**config.mk**
```make
export PLATFORM = sky130hd
export DESIGN_NAME = xsd_decoder
export DESIGN_NICKNAME = d
export VERILOG_FILES = /design/src/xsd_pkg.sv /design/src/xsd_reg_if.sv /design/src/xsd_regmem.sv /design/src/xsd_decoder.sv
export VERILOG_INCLUDE_DIRS = /design/src
export SDC_FILE = /design/constraint.sdc
export NUM_CORES = 1
export LEC_CHECK = 0
export ABC_CLOCK_PERIOD_IN_PS = 2400
export BUFFER_PORTS_ARGS = -buffer_cell sky130_fd_sc_hd__buf_2
export CORE_ASPECT_RATIO = 0.5
export CORE_MARGIN = 2
export CORE_UTILIZATION = 30
export CTS_CLUSTER_DIAMETER = 100
export DETAILED_ROUTE_END_ITERATION = 8
export GPL_ROUTABILITY_DRIVEN = 0
export GPL_TIMING_DRIVEN = 0
export PLACE_DENSITY = 0.53
export SYNTH_ARGS = -nofsm -noshare
export SYNTH_HDL_FRONTEND = slang
export SYNTH_HIERARCHICAL = 1
export SYNTH_SLANG_ARGS = --single-unit
```
**constraint.sdc**
```tcl
create_clock -name clk -period 2.4 [get_ports clk]
set_input_delay 0.48 -clock clk [delete_from_list [all_inputs] [get_ports clk]]
set_output_delay 0.48 -clock clk [all_outputs]
set_load 0.005 [all_outputs]
```
**src/xsd_cfg.svh**
```systemverilog
// Constants of the side-bus peripheral select decoder
`ifndef XSD_CFG_SVH
`define XSD_CFG_SVH

// Clock rates and the bus clock divider derived from them
`define XSD_CLK_HZ          25000000
`define XSD_BUS_CLK_HZ      8333333
`define XSD_BUS_DIV         (`XSD_CLK_HZ / `XSD_BUS_CLK_HZ)

// Index and data ports of the configuration space
`define XSD_PORT_INDEX      16'h0022
`define XSD_PORT_DATA       16'h0023

// Configuration register indices
`define XSD_IDX_SEL_EN_A    8'h4E
`define XSD_IDX_SEL_EN_B    8'h4F
`define XSD_IDX_GP0_LO      8'h64
`define XSD_IDX_GP0_HI      8'h65
`define XSD_IDX_GP0_MASK    8'h66
`define XSD_IDX_GP1_LO      8'h68
`define XSD_IDX_GP1_HI      8'h69
`define XSD_IDX_GP1_MASK    8'h6A
`define XSD_IDX_GP2_LO      8'h6C
`define XSD_IDX_GP2_HI      8'h6D
`define XSD_IDX_GP2_MASK    8'h6E
`define XSD_IDX_GP_BUS_CTL  8'h6F

// Reset values
`define XSD_RST_SEL_EN_A    8'hFF
`define XSD_RST_SEL_EN_B    8'h01
`define XSD_RST_GP          8'h00
`define XSD_RST_INDEX       8'h00

// Bit positions in enable register A
`define XSD_BIT_KBD         0
`define XSD_BIT_CLOCK_CHIP  1
`define XSD_BIT_FLOPPY      2
`define XSD_BIT_DISK0       3
`define XSD_BIT_DISK1       4
`define XSD_BIT_PRINTER     5
`define XSD_BIT_SERIAL1     6
`define XSD_BIT_SERIAL2     7
// Bit positions in enable register B
`define XSD_BIT_CFG_RAM     0
`define XSD_BIT_GP0         1

// Fixed decode values and care masks (one bits are compared)
`define XSD_A_KBD0          16'h0060
`define XSD_A_KBD1          16'h0064
`define XSD_M_KBD           16'hFFFD
`define XSD_A_CLK_LATCH     16'h0070
`define XSD_A_CLK_DATA      16'h0071
`define XSD_M_CLK           16'hFFF9
`define XSD_A_DISK0_S       16'h0170
`define XSD_A_DISK0_P       16'h01F0
`define XSD_M_DISK0         16'hFFF8
`define XSD_A_DISK1_S       16'h0376
`define XSD_A_DISK1_P       16'h03F6
`define XSD_M_DISK1         16'hFFFE
`define XSD_A_PRN3          16'h0278
`define XSD_A_PRN2          16'h0378
`define XSD_A_PRN1          16'h03BC
`define XSD_M_PRN           16'hFFFC
`define XSD_A_SER2          16'h02F8
`define XSD_A_SER1          16'h03F8
`define XSD_M_SER           16'hFFF8
`define XSD_A_FLOP_S_LO     16'h0370
`define XSD_A_FLOP_S_HI     16'h0375
`define XSD_A_FLOP_S_X      16'h0377
`define XSD_A_FLOP_P_LO     16'h03F0
`define XSD_A_FLOP_P_HI     16'h03F5
`define XSD_A_FLOP_P_X      16'h03F7
`define XSD_A_CFG_RAM       16'h0800
`define XSD_M_CFG_RAM       16'hFF00

`endif

```
**src/xsd_pkg.sv**
```systemverilog
// Types and decode helpers of the side-bus peripheral select decoder
`default_nettype none
package xsd_pkg;

  // Encoded select values
  typedef enum logic [2:0] {
    XSD_ESEL_SER1 = 3'b000,
    XSD_ESEL_SER2 = 3'b001,
    XSD_ESEL_PRN  = 3'b010,
    XSD_ESEL_DSK0 = 3'b011,
    XSD_ESEL_DSK1 = 3'b100,
    XSD_ESEL_IDLE = 3'b111
  } xsd_esel_e;

  typedef logic [7:0] xsd_byte_t;

  // Compare an address against a value in the bits of a care mask
  function automatic logic xsd_hit(input logic [15:0] addr,
                                   input logic [15:0] val,
                                   input logic [15:0] care);
    xsd_hit = ((addr ^ val) & care) == 16'h0000;
  endfunction

  // Inclusive address range test
  function automatic logic xsd_in(input logic [15:0] addr,
                                  input logic [15:0] lo,
                                  input logic [15:0] hi);
    xsd_in = (addr >= lo) && (addr <= hi);
  endfunction

endpackage
`default_nettype wire

```
**src/xsd_reg_if.sv**
```systemverilog
// Carrier between the decoder and its configuration register file
`default_nettype none
interface xsd_reg_if #(parameter int NREG = 12);
  logic                  wr_en;
  logic [7:0]            wr_idx;
  logic [7:0]            wr_data;
  logic [7:0]            rd_idx;
  logic [7:0]            rd_data;
  logic [NREG-1:0][7:0]  regs;

  modport owner (input wr_en, input wr_idx, input wr_data, input rd_idx,
                 output rd_data, output regs);
  modport user  (output wr_en, output wr_idx, output wr_data,
                 output rd_idx, input rd_data, input regs);
endinterface
`default_nettype wire

```
**src/xsd_regmem.sv**
```systemverilog
// Configuration register file with registered read data
`include "xsd_cfg.svh"
`default_nettype none
module xsd_regmem
  import xsd_pkg::*;
#(
  parameter int NREG = 12
) (
  input  wire logic  clk,
  input  wire logic  rst_b,
  xsd_reg_if.owner   rif
);

  // Index and reset value of each implemented register
  localparam logic [11:0][7:0] IDX = {
    `XSD_IDX_GP_BUS_CTL, `XSD_IDX_GP2_MASK, `XSD_IDX_GP2_HI,
    `XSD_IDX_GP2_LO,     `XSD_IDX_GP1_MASK, `XSD_IDX_GP1_HI,
    `XSD_IDX_GP1_LO,     `XSD_IDX_GP0_MASK, `XSD_IDX_GP0_HI,
    `XSD_IDX_GP0_LO,     `XSD_IDX_SEL_EN_B, `XSD_IDX_SEL_EN_A};
  localparam logic [11:0][7:0] RST = {
    {10{`XSD_RST_GP}}, `XSD_RST_SEL_EN_B, `XSD_RST_SEL_EN_A};

  // Refuse a register count the index table cannot serve
  if (NREG != 12) begin : g_bad_nreg
    $error("xsd_regmem serves exactly 12 registers");
  end

  // One byte register per implemented index
  for (genvar i = 0; i < 12; i++) begin : g_reg
    always_ff @(posedge clk or negedge rst_b) begin
      if (!rst_b) begin
        rif.regs[i] <= RST[i];
      end else if (rif.wr_en && rif.wr_idx == IDX[i]) begin
        rif.regs[i] <= rif.wr_data;
      end
    end
  end

  // Registered readback; unimplemented indices read zero
  always_ff @(posedge clk or negedge rst_b) begin
    if (!rst_b) begin
      rif.rd_data <= 8'h00;
    end else begin
      rif.rd_data <= 8'h00;
      for (int j = 0; j < 12; j++) begin
        if (rif.rd_idx == IDX[j]) rif.rd_data <= rif.regs[j];
      end
    end
  end

endmodule
`default_nettype wire

```
**src/xsd_decoder.sv**
```systemverilog
// Side-bus peripheral select decoder with configuration index port
//
// What this block does
// - Every peripheral select follows the latched address with no clock.
// - Clock-chip and config-RAM strobes come from decode, command, bus tick.
// - Fixed peripherals decode at fixed addresses, general purpose ones not.
// - Two enable registers switch each fixed peripheral's decode off.
// - Three general purpose selects each have base low, base high and mask.
// - Keyboard select covers 0060h and 0064h with address bit 1 ignored.
// - Clock-chip latch pulses on writes to 0070h, strobes on 0071h.
// - Encoded value 011 is driven for 0170h-0177h and 01F0h-01F7h.
// - Encoded value 100 is driven for 0376h, 0377h, 03F6h and 03F7h.
// - Encoded value 010 covers 0278h-027Bh, 0378h-037Bh and 03BCh-03BFh.
// - Encoded value 00x covers 02F8h-02FFh and 03F8h-03FFh, one per port.
// - Floppy select covers 0370h-0375h, 03F0h-03F5h, 0377h and 03F7h.
// - Config-RAM strobes fire for any I/O access in 0800h-08FFh.
`include "xsd_cfg.svh"
`default_nettype none
module xsd_decoder
  import xsd_pkg::*;
#(
  parameter int BUS_DIV = `XSD_BUS_DIV,
  parameter int NGP     = 3
) (
  input  wire logic        clk,
  input  wire logic        rst_b,
  input  wire logic [15:0] io_addr,
  input  wire logic        io_read_n,
  input  wire logic        io_write_n,
  input  wire logic [7:0]  io_data_in,
  output logic      [7:0]  io_data_out,
  output logic             io_data_oe_n,
  output logic             keyboard_sel_n,
  output logic             floppy_sel_n,
  output logic      [2:0]  encoded_sel,
  output logic             disk0_sel_n,
  output logic             disk1_sel_n,
  output logic             printer_port_sel_n,
  output logic      [1:0]  serial_port_sel_n,
  output logic      [2:0]  gp_sel_n,
  output logic             clock_chip_addr_latch,
  output logic             clock_chip_write_n,
  output logic             clock_chip_read_n,
  output logic             cfg_ram_write_n,
  output logic             cfg_ram_read_n
);

  // Refuse parameter values the decode logic cannot serve
  if (BUS_DIV < 2 || BUS_DIV > 255) begin : g_bad_div
    $error("BUS_DIV out of range");
  end
  if (NGP != 3) begin : g_bad_ngp
    $error("NGP must be 3");
  end

  xsd_reg_if #(.NREG(12)) rif ();

  xsd_regmem #(.NREG(12)) u_mem (
    .clk   (clk),
    .rst_b (rst_b),
    .rif   (rif)
  );

  // Configuration port and bus clock state
  logic [7:0]  index_q;
  logic        wr_prev_q;
  logic [7:0]  div_q;
  logic        bus_tick;
  logic        io_cyc;
  logic        io_rd;
  logic        io_wr;
  logic        wr_take;
  xsd_byte_t   en_a;
  xsd_byte_t   en_b;

  // Decode terms of the fixed and programmable selects
  logic        kbd_hit;
  logic        flop_hit;
  logic        clk_latch_hit;
  logic        clk_data_hit;
  logic        cram_hit;
  logic [2:0]  gp_hit;
  logic        disk0_hit;
  logic        disk1_hit;
  logic        prn_hit;
  logic        ser1_hit;
  logic        ser2_hit;
  xsd_esel_e   esel;

  // Registered outputs
  logic [7:0]  dout_q;
  logic        oe_n_q;
  logic        ale_q;
  logic        cwr_n_q;
  logic        crd_n_q;
  logic        rwr_n_q;
  logic        rrd_n_q;

  assign io_rd   = !io_read_n;
  assign io_wr   = !io_write_n;
  assign io_cyc  = io_rd || io_wr;
  assign en_a    = rif.regs[0];
  assign en_b    = rif.regs[1];
  assign wr_take = io_wr && wr_prev_q;

  // Bus clock enable from the system clock divider
  always_ff @(posedge clk or negedge rst_b) begin
    if (!rst_b) begin
      div_q <= 8'h00;
    end else if (div_q == 8'(BUS_DIV - 1)) begin
      div_q <= 8'h00;
    end else begin
      div_q <= div_q + 8'h01;
    end
  end
  assign bus_tick = (div_q == 8'(BUS_DIV - 1));

  // Write command edge detection
  always_ff @(posedge clk or negedge rst_b) begin
    if (!rst_b) begin
      wr_prev_q <= 1'b1;
    end else begin
      wr_prev_q <= io_write_n;
    end
  end

  // Index port holds the configuration register number
  always_ff @(posedge clk or negedge rst_b) begin
    if (!rst_b) begin
      index_q <= `XSD_RST_INDEX;
    end else if (wr_take && io_addr == `XSD_PORT_INDEX) begin
      index_q <= io_data_in;
    end
  end

  // Data port writes and reads the indexed register
  assign rif.wr_en   = wr_take && io_addr == `XSD_PORT_DATA;
  assign rif.wr_idx  = index_q;
  assign rif.wr_data = io_data_in;
  assign rif.rd_idx  = index_q;

  // Read data toward the bus: the index at 22h, the register at 23h
  always_ff @(posedge clk or negedge rst_b) begin
    if (!rst_b) begin
      dout_q <= 8'h00;
    end else begin
      dout_q <= (io_addr == `XSD_PORT_INDEX) ? index_q : rif.rd_data;
    end
  end

  // Output enable goes low the clock after a port read is seen and rises the clock after it ends
  always_ff @(posedge clk or negedge rst_b) begin
    if (!rst_b) begin
      oe_n_q <= 1'b1;
    end else begin
      oe_n_q <= !(io_rd && (io_addr == `XSD_PORT_INDEX ||
                            io_addr == `XSD_PORT_DATA));
    end
  end
  assign io_data_out  = dout_q;
  assign io_data_oe_n = oe_n_q;

  // Either of two windows that share one care mask
  function automatic logic pair_hit(input logic [15:0] addr,
                                    input logic [15:0] a,
                                    input logic [15:0] b,
                                    input logic [15:0] care);
    pair_hit = xsd_hit(addr, a, care) || xsd_hit(addr, b, care);
  endfunction

  // Fixed-address hits, each gated by its enable; keyboard and floppy also by an I/O command
  always_comb begin
    kbd_hit = io_cyc && en_a[`XSD_BIT_KBD] &&
              pair_hit(io_addr, `XSD_A_KBD0, `XSD_A_KBD1,
                       `XSD_M_KBD);
    flop_hit = io_cyc && en_a[`XSD_BIT_FLOPPY] &&
               (xsd_in(io_addr, `XSD_A_FLOP_S_LO, `XSD_A_FLOP_S_HI) ||
                xsd_in(io_addr, `XSD_A_FLOP_P_LO, `XSD_A_FLOP_P_HI) ||
                io_addr == `XSD_A_FLOP_S_X ||
                io_addr == `XSD_A_FLOP_P_X);
    clk_latch_hit = en_a[`XSD_BIT_CLOCK_CHIP] &&
                    xsd_hit(io_addr, `XSD_A_CLK_LATCH, `XSD_M_CLK);
    clk_data_hit = en_a[`XSD_BIT_CLOCK_CHIP] &&
                   xsd_hit(io_addr, `XSD_A_CLK_DATA, `XSD_M_CLK);
    cram_hit = en_b[`XSD_BIT_CFG_RAM] &&
               xsd_hit(io_addr, `XSD_A_CFG_RAM, `XSD_M_CFG_RAM);
  end

  // Programmable general purpose hits
  for (genvar g = 0; g < 3; g++) begin : g_gp
    logic [15:0] base;
    logic [15:0] care;
    assign base = {rif.regs[3*g+3], rif.regs[3*g+2]};
    assign care = {8'hFF, ~rif.regs[3*g+4]};
    assign gp_hit[g] = io_cyc && en_b[`XSD_BIT_GP0 + g] &&
                       xsd_hit(io_addr, base, care);
  end

  // Encoded-select windows, each gated by its enable
  always_comb begin
    disk0_hit = en_a[`XSD_BIT_DISK0] &&
                pair_hit(io_addr, `XSD_A_DISK0_S, `XSD_A_DISK0_P,
                         `XSD_M_DISK0);
    disk1_hit = en_a[`XSD_BIT_DISK1] &&
                pair_hit(io_addr, `XSD_A_DISK1_S, `XSD_A_DISK1_P,
                         `XSD_M_DISK1);
    prn_hit   = en_a[`XSD_BIT_PRINTER] &&
                (xsd_hit(io_addr, `XSD_A_PRN3, `XSD_M_PRN) ||
                 xsd_hit(io_addr, `XSD_A_PRN2, `XSD_M_PRN) ||
                 xsd_hit(io_addr, `XSD_A_PRN1, `XSD_M_PRN));
    ser1_hit  = en_a[`XSD_BIT_SERIAL1] &&
                xsd_hit(io_addr, `XSD_A_SER1, `XSD_M_SER);
    ser2_hit  = en_a[`XSD_BIT_SERIAL2] &&
                xsd_hit(io_addr, `XSD_A_SER2, `XSD_M_SER);
  end

  // Encoded select; idle when nothing enabled matches
  always_comb begin
    esel = XSD_ESEL_IDLE;
    if (io_cyc) begin
      if (disk0_hit) begin
        esel = XSD_ESEL_DSK0;
      end else if (disk1_hit) begin
        esel = XSD_ESEL_DSK1;
      end else if (prn_hit) begin
        esel = XSD_ESEL_PRN;
      end else if (ser1_hit) begin
        esel = XSD_ESEL_SER1;
      end else if (ser2_hit) begin
        esel = XSD_ESEL_SER2;
      end
    end
  end

  // Combinational selects straight from the address
  assign encoded_sel        = esel;
  assign keyboard_sel_n     = !kbd_hit;
  assign floppy_sel_n       = !flop_hit;
  assign gp_sel_n           = ~gp_hit;

  // Individual selects decoded from the encoded value
  assign disk0_sel_n        = (esel != XSD_ESEL_DSK0);
  assign disk1_sel_n        = (esel != XSD_ESEL_DSK1);
  assign printer_port_sel_n = (esel != XSD_ESEL_PRN);
  assign serial_port_sel_n  = {esel != XSD_ESEL_SER2,
                               esel != XSD_ESEL_SER1};

  // Clock-chip address latch, sampled on the bus clock tick
  always_ff @(posedge clk or negedge rst_b) begin
    if (!rst_b) begin
      ale_q <= 1'b0;
    end else if (bus_tick) begin
      ale_q <= io_wr && clk_latch_hit;
    end
  end

  // Clock-chip write strobe, sampled on the bus clock tick
  always_ff @(posedge clk or negedge rst_b) begin
    if (!rst_b) begin
      cwr_n_q <= 1'b1;
    end else if (bus_tick) begin
      cwr_n_q <= !(io_wr && clk_data_hit);
    end
  end

  // Clock-chip read strobe, sampled on the bus clock tick
  always_ff @(posedge clk or negedge rst_b) begin
    if (!rst_b) begin
      crd_n_q <= 1'b1;
    end else if (bus_tick) begin
      crd_n_q <= !(io_rd && clk_data_hit);
    end
  end

  // Config-RAM write strobe, sampled on the bus clock tick
  always_ff @(posedge clk or negedge rst_b) begin
    if (!rst_b) begin
      rwr_n_q <= 1'b1;
    end else if (bus_tick) begin
      rwr_n_q <= !(io_wr && cram_hit);
    end
  end

  // Config-RAM read strobe, sampled on the bus clock tick
  always_ff @(posedge clk or negedge rst_b) begin
    if (!rst_b) begin
      rrd_n_q <= 1'b1;
    end else if (bus_tick) begin
      rrd_n_q <= !(io_rd && cram_hit);
    end
  end
  assign clock_chip_addr_latch = ale_q;
  assign clock_chip_write_n    = cwr_n_q;
  assign clock_chip_read_n     = crd_n_q;
  assign cfg_ram_write_n       = rwr_n_q;
  assign cfg_ram_read_n        = rrd_n_q;

endmodule
`default_nettype wire

```
Yosys cells after proc, flatten, opt, wreduce, memory -nomap -nowiden

Index checks and enable logic that the tools add are counted.

Bits in registers: 135
Bits in read-only memories: 0
Word-level logic and storage cells: 171
Input bits: 28
Memories kept: 0
Bits in latches: 0
Output and inout port bits: 27
Memory bits (writable): 0

Mux-type cells: 20
Reduce and logical (&&, ||, !) cells: 78
$add $sub $neg: 1
$mul: 0
Div/mod/pow operators: 0
Eq/ne operators: 21
Order comparisons: 4
Shift-type cells: 0
Bitwise logic cells: 24

Operators by type and width:

| operator                                                         | count |
|---|---|
| logical NOT 16 bit                                               | 17 |
| 2-to-1 mux 8 bit                                                 | 14 |
| == test 8 x 7 -> 1 bit, second input constant                    | 12 |
| bitwise AND 16 bit                                               | 3 |
| XOR 16 bit                                                       | 3 |
| logical AND 1 bit                                                | 41 |
| == test 16 x 10 -> 1 bit, second input constant                  | 2 |
| == test 16 x 6 -> 1 bit, second input constant                   | 2 |
| >= comparator 16 x 10 -> 1 bit, second input constant            | 2 |
| less-or-equal comparator 16 x 10 -> 1 bit, second input constant | 2 |
| inverter 8 bit                                                   | 4 |
| inverter 7 bit                                                   | 3 |
| 2-to-1 mux 3 bit                                                 | 6 |
| inverter 6 bit                                                   | 2 |
| logical OR 1 bit                                                 | 10 |
| inverter 5 bit                                                   | 2 |
| logical NOT 1 bit                                                | 9 |
| inverter 3 bit                                                   | 3 |
| adder 8 x 1 -> 8 bit, second input constant                      | 1 |
| == test 8 x 2 -> 1 bit, second input constant                    | 1 |
| inverter 4 bit                                                   | 2 |
| inequality test 3 x 2 -> 1 bit, second input constant            | 2 |
| inequality test 3 x 1 -> 1 bit, second input constant            | 1 |
| inequality test 3 bit, second input constant                     | 1 |
| other kinds (3)                                                  | 3 |

Depth between registers and ports, before layout

Word-level depth: 13
Depth in mapped cells: 11
Mapped depth without buffers: 9

Modules after synthesis

The synthesis kept the hierarchy.

Modules (own cells, without submodules):

| module      | times used | sequential area each (µm²) | cells each | area each (µm²) |
|---|---|---|---|---|
| xsd_regmem  | 1          | 2613.8                     | 401        | 5033.6 |
| xsd_decoder | 1          | 783.3                      | 227        | 2187.1 |

Worst setup path before layout

Ideal clock, no wire load.

Path type: input port to flip-flop
Start: input io_addr[13]
End: register u_mem.rif.regs[41]
Buffers on the path: 0
Data arrival time: 3136 ps
Setup time: 125 ps
Setup slack: -860 ps
Cell stages on the path: 9
Required time: 2275 ps
Cell sequence: or4_4 > or3_4 > nor3_1 > and4_1 > and4bb_2 > nand3b_2 > or2_1 > nor3_2 > mux2_2

Cells in the longest elaborated chain, start to end: 3

RTL lines:

| what                              | RTL line          | RTL |
|---|---|---|
| from (decl)                       | xsd_decoder.sv:27 | `input wire logic [15:0] io_addr,` |
| == test 16 x 6 -> 1 bit (no line) | n/a               |  |
| logical AND 1 bit (no line)       | n/a               |  |
| named net rif.wr_en               | xsd_reg_if.sv:4   | `logic wr_en;` |
| logical AND 1 bit                 | xsd_regmem.sv:33  | `end else if (rif.wr_en && rif.wr_idx == IDX[i]) begin` |
| to (signal, indexed assignment)   | xsd_regmem.sv:32  | `rif.regs[i] <= RST[i];` |
| to (signal, indexed assignment)   | xsd_regmem.sv:34  | `rif.regs[i] <= rif.wr_data;` |
| to (decl)                         | xsd_reg_if.sv:12  | `output rd_data, output regs);` |

The timed path passes the listed nets, and every way through them passes these cells.
A chain may end at the register's enable or synchronous reset.

Worst setup path in the final report

Start: input io_addr[15]
End: register u_mem.rif.regs[70]

The elaborated chain is that of the path after synthesis.

==> results.py <==
metrics = {
    "timing": {
        "finalHoldViolations": 0,
        "worst_hold_slack_ns": 0.0260,
        "fin_ws_ns": -0.677,
        "setup_violations": 109,
        "fin_skew_ns": 0.00669,
        "finalMaxSlewViolations": 0,
        "period_minus_slack_ns": 3.08,
        "relSlewSlack_pct": 44.5,
        "min_period_over_period_pct": 128,
        "fmax_mhz": 325,
        "tightestPinTransition_ns": 0.832,
        "grt_setup_unrepaired": "yes",
    },
    "die": {
        "fp.dieH_microns": 114,
        "io_pins": 55,
        "core.rowCount": 40,
        "start_util_pct": 30.3,
        "core_sq_mm": 0.0238,
        "die_x_microns": 223,
        "die_area_sq_mm": 0.0254,
    },
    "grt": {
        "antenna_found_initial": 0,
        "grtUsageTotal_pct": 20.1,
        "grt_pass1_vias": 5715,
        "overflow": 0,
        "grt_max_degree": 71,
        "grt_pass1_wl_microns": 37300,
    },
    "setup_path": {
        "crit_top_cell": "or3_4",
        "cp.arrival_ns": 3.39,
        "cp-start-kind": "primary input",
        "crit_slowest_cell": "or4_4",
        "path_cells": "buf_12 -> or4_4 -> or3_4 -> nor3_4 -> and4_1 -> and4bb_2 -> nand3b_4 -> or2_4 -> or3_4 -> mux2_2",
        "critPathKind": "primary input to flop",
        "worstSetupEndpointType": "flop",
        "cp_slowest_stage_delay_ns": 0.53,
        "crit_required_ns": 2.71,
        "path_max_fanout": 8,
    },
    "yosys": {
        "synth-edff-count": 0,
        "synthCells": 628,
        "synth-async-reset-ratio_pct": 100,
        "synth_top_area_cell": "dfrtp_1",
        "synthFlopType": "dfrtp_1",
        "synth.area.top_cells": "dfrtp_1 42%, mux2_2 17%, xnor2_1 5.7%",
        "ys_warn_count": 6,
        "synthesis.area_sq_mm": 0.00722,
        "syn_nets": 658,
        "avgSynthCellArea_sq_um": 11.5,
        "synth_seq_cells": 135,
        "synth.top_cell.area_share_pct": 41.6,
        "ys_seq_area_share_pct": 47.0,
        "synth.distinct_cells": 69,
    },
    "worst_hold_path": {
        "hold_path_class": "primary input to async pin",
    },
    "clocking": {
        "clock_latency_ns": 0.43,
        "htree_levels": 4,
        "clock_sinks": 135,
        "numCtsBuffers": 17,
        "cts-root-buf": "clkbuf_16",
        "clockBufferDepth": 2,
        "clk_pin_slew_ns": 0.06,
        "cts_tree": "yes",
    },
    "layout": {
        "fin_area_sq_mm": 0.00939,
        "antenna_cells": 0,
        "final_nets": 762,
        "finish.utilization_pct": 39.4,
        "drive_gt1_share_pct": 42.3,
        "nFillCells": 2301,
        "syn_to_final_growth_pct": 30.1,
    },
    "drt": {
        "wirelength_microns": 24800,
        "drc": 0,
        "drt-pass1-iter-count": 5,
        "final_antenna_net_count": 0,
        "drt_iter0_drc": 545,
        "num_vias": 5811,
        "wl_per_cell_microns": 23.4,
        "vias_per_cell": 5.48,
    },
    "placed_design": {
        "dp_hpwl_microns": 17200,
        "portBuffers": 42,
        "dpl_worst_slack_ns": -1.43,
        "placed_cell_area_sq_mm": 0.00800,
    },
    "run_status": {
        "violations": "negative setup slack",
        "status": "complete, but fails checks",
    },
    "power": {
        "p_per_area_mw_per_mm2": 601,
        "power_mw": 5.65,
        "vdd_ir_drop_max_uv": 460,
        "p_leak_nw": 4.06,
    },
    "flow_run": {
        "maxCapViolations": 0,
    },
}
[kinds of logic after synthesis]
family	Yosys count	share of synthesized area, %
buf+inv	50	2.76
fa+ha+maj	2	0.347
mux	132	21.3
xor+xnor	54	6.55
flops	135	47.0
compound gates	86	8.54
simple gates	169	13.5
[power by group]
group | internal, mW | switching (mW)
logic | 0.0723 | 0.181
clock network | 2.09 | 1.02
registers | 2.28 | 0.000447
[worst paths after layout]
kind,from,to,slack [ns],cells past startpoint
setup / recovery,io_addr[15],u_mem/rif.regs[70],-0.68,10
hold / removal,rst_b,div_q[2],0.03,1
setup reg to reg,index_q[3],u_mem/rif.rd_data[6],-0.19,5
hold reg to reg,div_q[7],div_q[7],0.47,1
max in group asynchronous,rst_b,u_mem/rif.regs[4],1.56,2
min in group clk,io_write_n,wr_prev_q,0.19,1
[synth_stat cells (4+ instances only)]
cell       instances
dfstp_2           15
o221ai_1           4
nand4_1            7
nor2b_1            8
xor2_1             7
mux2i_1           14
nand3_1           17
xnor2_1           47
nor3_1            11
nor2_1            30
mux2_2           112
o22ai_1           15
o2111ai_1          4
inv_1              8
nor3_2             4
a211oi_1           6
a21oi_1            7
mux4_2             6
dfrtp_1          120
clkbuf_1          30
a22o_1             5
nand2_1           36
and3_1             7
nand2b_1           9
buf_2              8
nor4_1             8
o21ai_0           11
a31oi_1            5
[stage by stage]
| stage | cells | setup TNS [ns] |
|---|---|---|
| 2_1_floorplan | 628 | -61.00 |
| 3_3_place_gp | 985 | -248.48 |
| 3_5_place_dp | 986 | -125.86 |
| 4_1_cts | 1051 | -51.78 |
| 5_1_grt | 1060 | -64.81 |
| 6_report | 1060 | -59.88 |
[critical path: cells and delay by family]
kind,cells,cell delay (ns)
multiplexers,1,0.30
AND/OR/NAND/NOR,8,2.48
buffers and inverters,1,0.10
[cells in the final DEF, fill, tap and decap left out, types with 4 or more instances in the layout]
master | netlist | layout
nand3_1 | 17 | 13
nor2b_1 | 8 | 7
clkbuf_1 | 30 | 16
buf_6 | 0 | 11
clkbuf_2 | 1 | 12
a22o_1 | 5 | 5
mux4_2 | 6 | 6
o21ai_0 | 11 | 7
a31oi_1 | 5 | 5
mux2_2 | 112 | 76
buf_4 | 0 | 31
xor2_1 | 7 | 7
dfrtp_1 | 120 | 120
o22ai_1 | 15 | 15
nor3_1 | 11 | 9
nor2_1 | 30 | 27
a21oi_1 | 7 | 7
nand3_4 | 0 | 4
and3_1 | 7 | 7
a211oi_1 | 6 | 4
nand2_1 | 36 | 35
buf_12 | 0 | 7
bufinv_16 | 0 | 6
xnor2_1 | 47 | 47
nor4_1 | 8 | 7
o21ai_1 | 2 | 4
mux2i_1 | 14 | 14
mux2_4 | 0 | 36
clkbuf_16 | 0 | 17
nand2b_1 | 9 | 9
buf_2 | 8 | 48
clkbuf_8 | 0 | 6
inv_1 | 8 | 8
nand4_1 | 7 | 7
o2111ai_1 | 4 | 4
nor3_4 | 0 | 6
dfstp_2 | 15 | 15
[registers in the layout (all words and copies together), names as in the netlist]
signal                 flops
div_q                      8
clock_chip_write_n         1
u_mem/rif.regs            96
cfg_ram_write_n            1
clock_chip_read_n          1
index_q                    8
clock_chip_addr_latch      1
wr_prev_q                  1
u_mem/rif.rd_data          8
cfg_ram_read_n             1
io_data_out                8
io_data_oe_n               1
[per-layer routing]
metal / share of wire [%] / routed length [microns] / vias to the layer above / global-route usage [%]
met5: 0 / 0 / - / 0
met3: 5.7 / 1400 / 49 / 3.09
li1: - / - / 2520 / -
met1: 48 / 12000 / 2995 / 29.6
met4: 3.5 / 875 / 0 / 8.89
met2: 42 / 10500 / 247 / 29.2
[final cells by class]
class	instances	area (sq um)	share of cell area, %
multi-input combinational	443	3970	42.2
tap	315	394	4.20
inverter	8	30.0	0.320
sequential	135	3400	36.2
clock buffer	22	494	5.26
clock inverter	10	213	2.26
buffer	41	196	2.09
timing repair buffer	86	702	7.47
[what timing repair did]
action | 4_1_cts | 5_1_grt
pin swaps | 13 | 7
hold buffers | 0 | 0
endpoints found under the hold margin | 0 | 0
buffers inserted | 34 | 9
endpoints found under the setup margin | 125 | 127
gates cloned | 0 | 0
gates resized for setup | 63 | 23
Power figures use the tool's default switching activity.
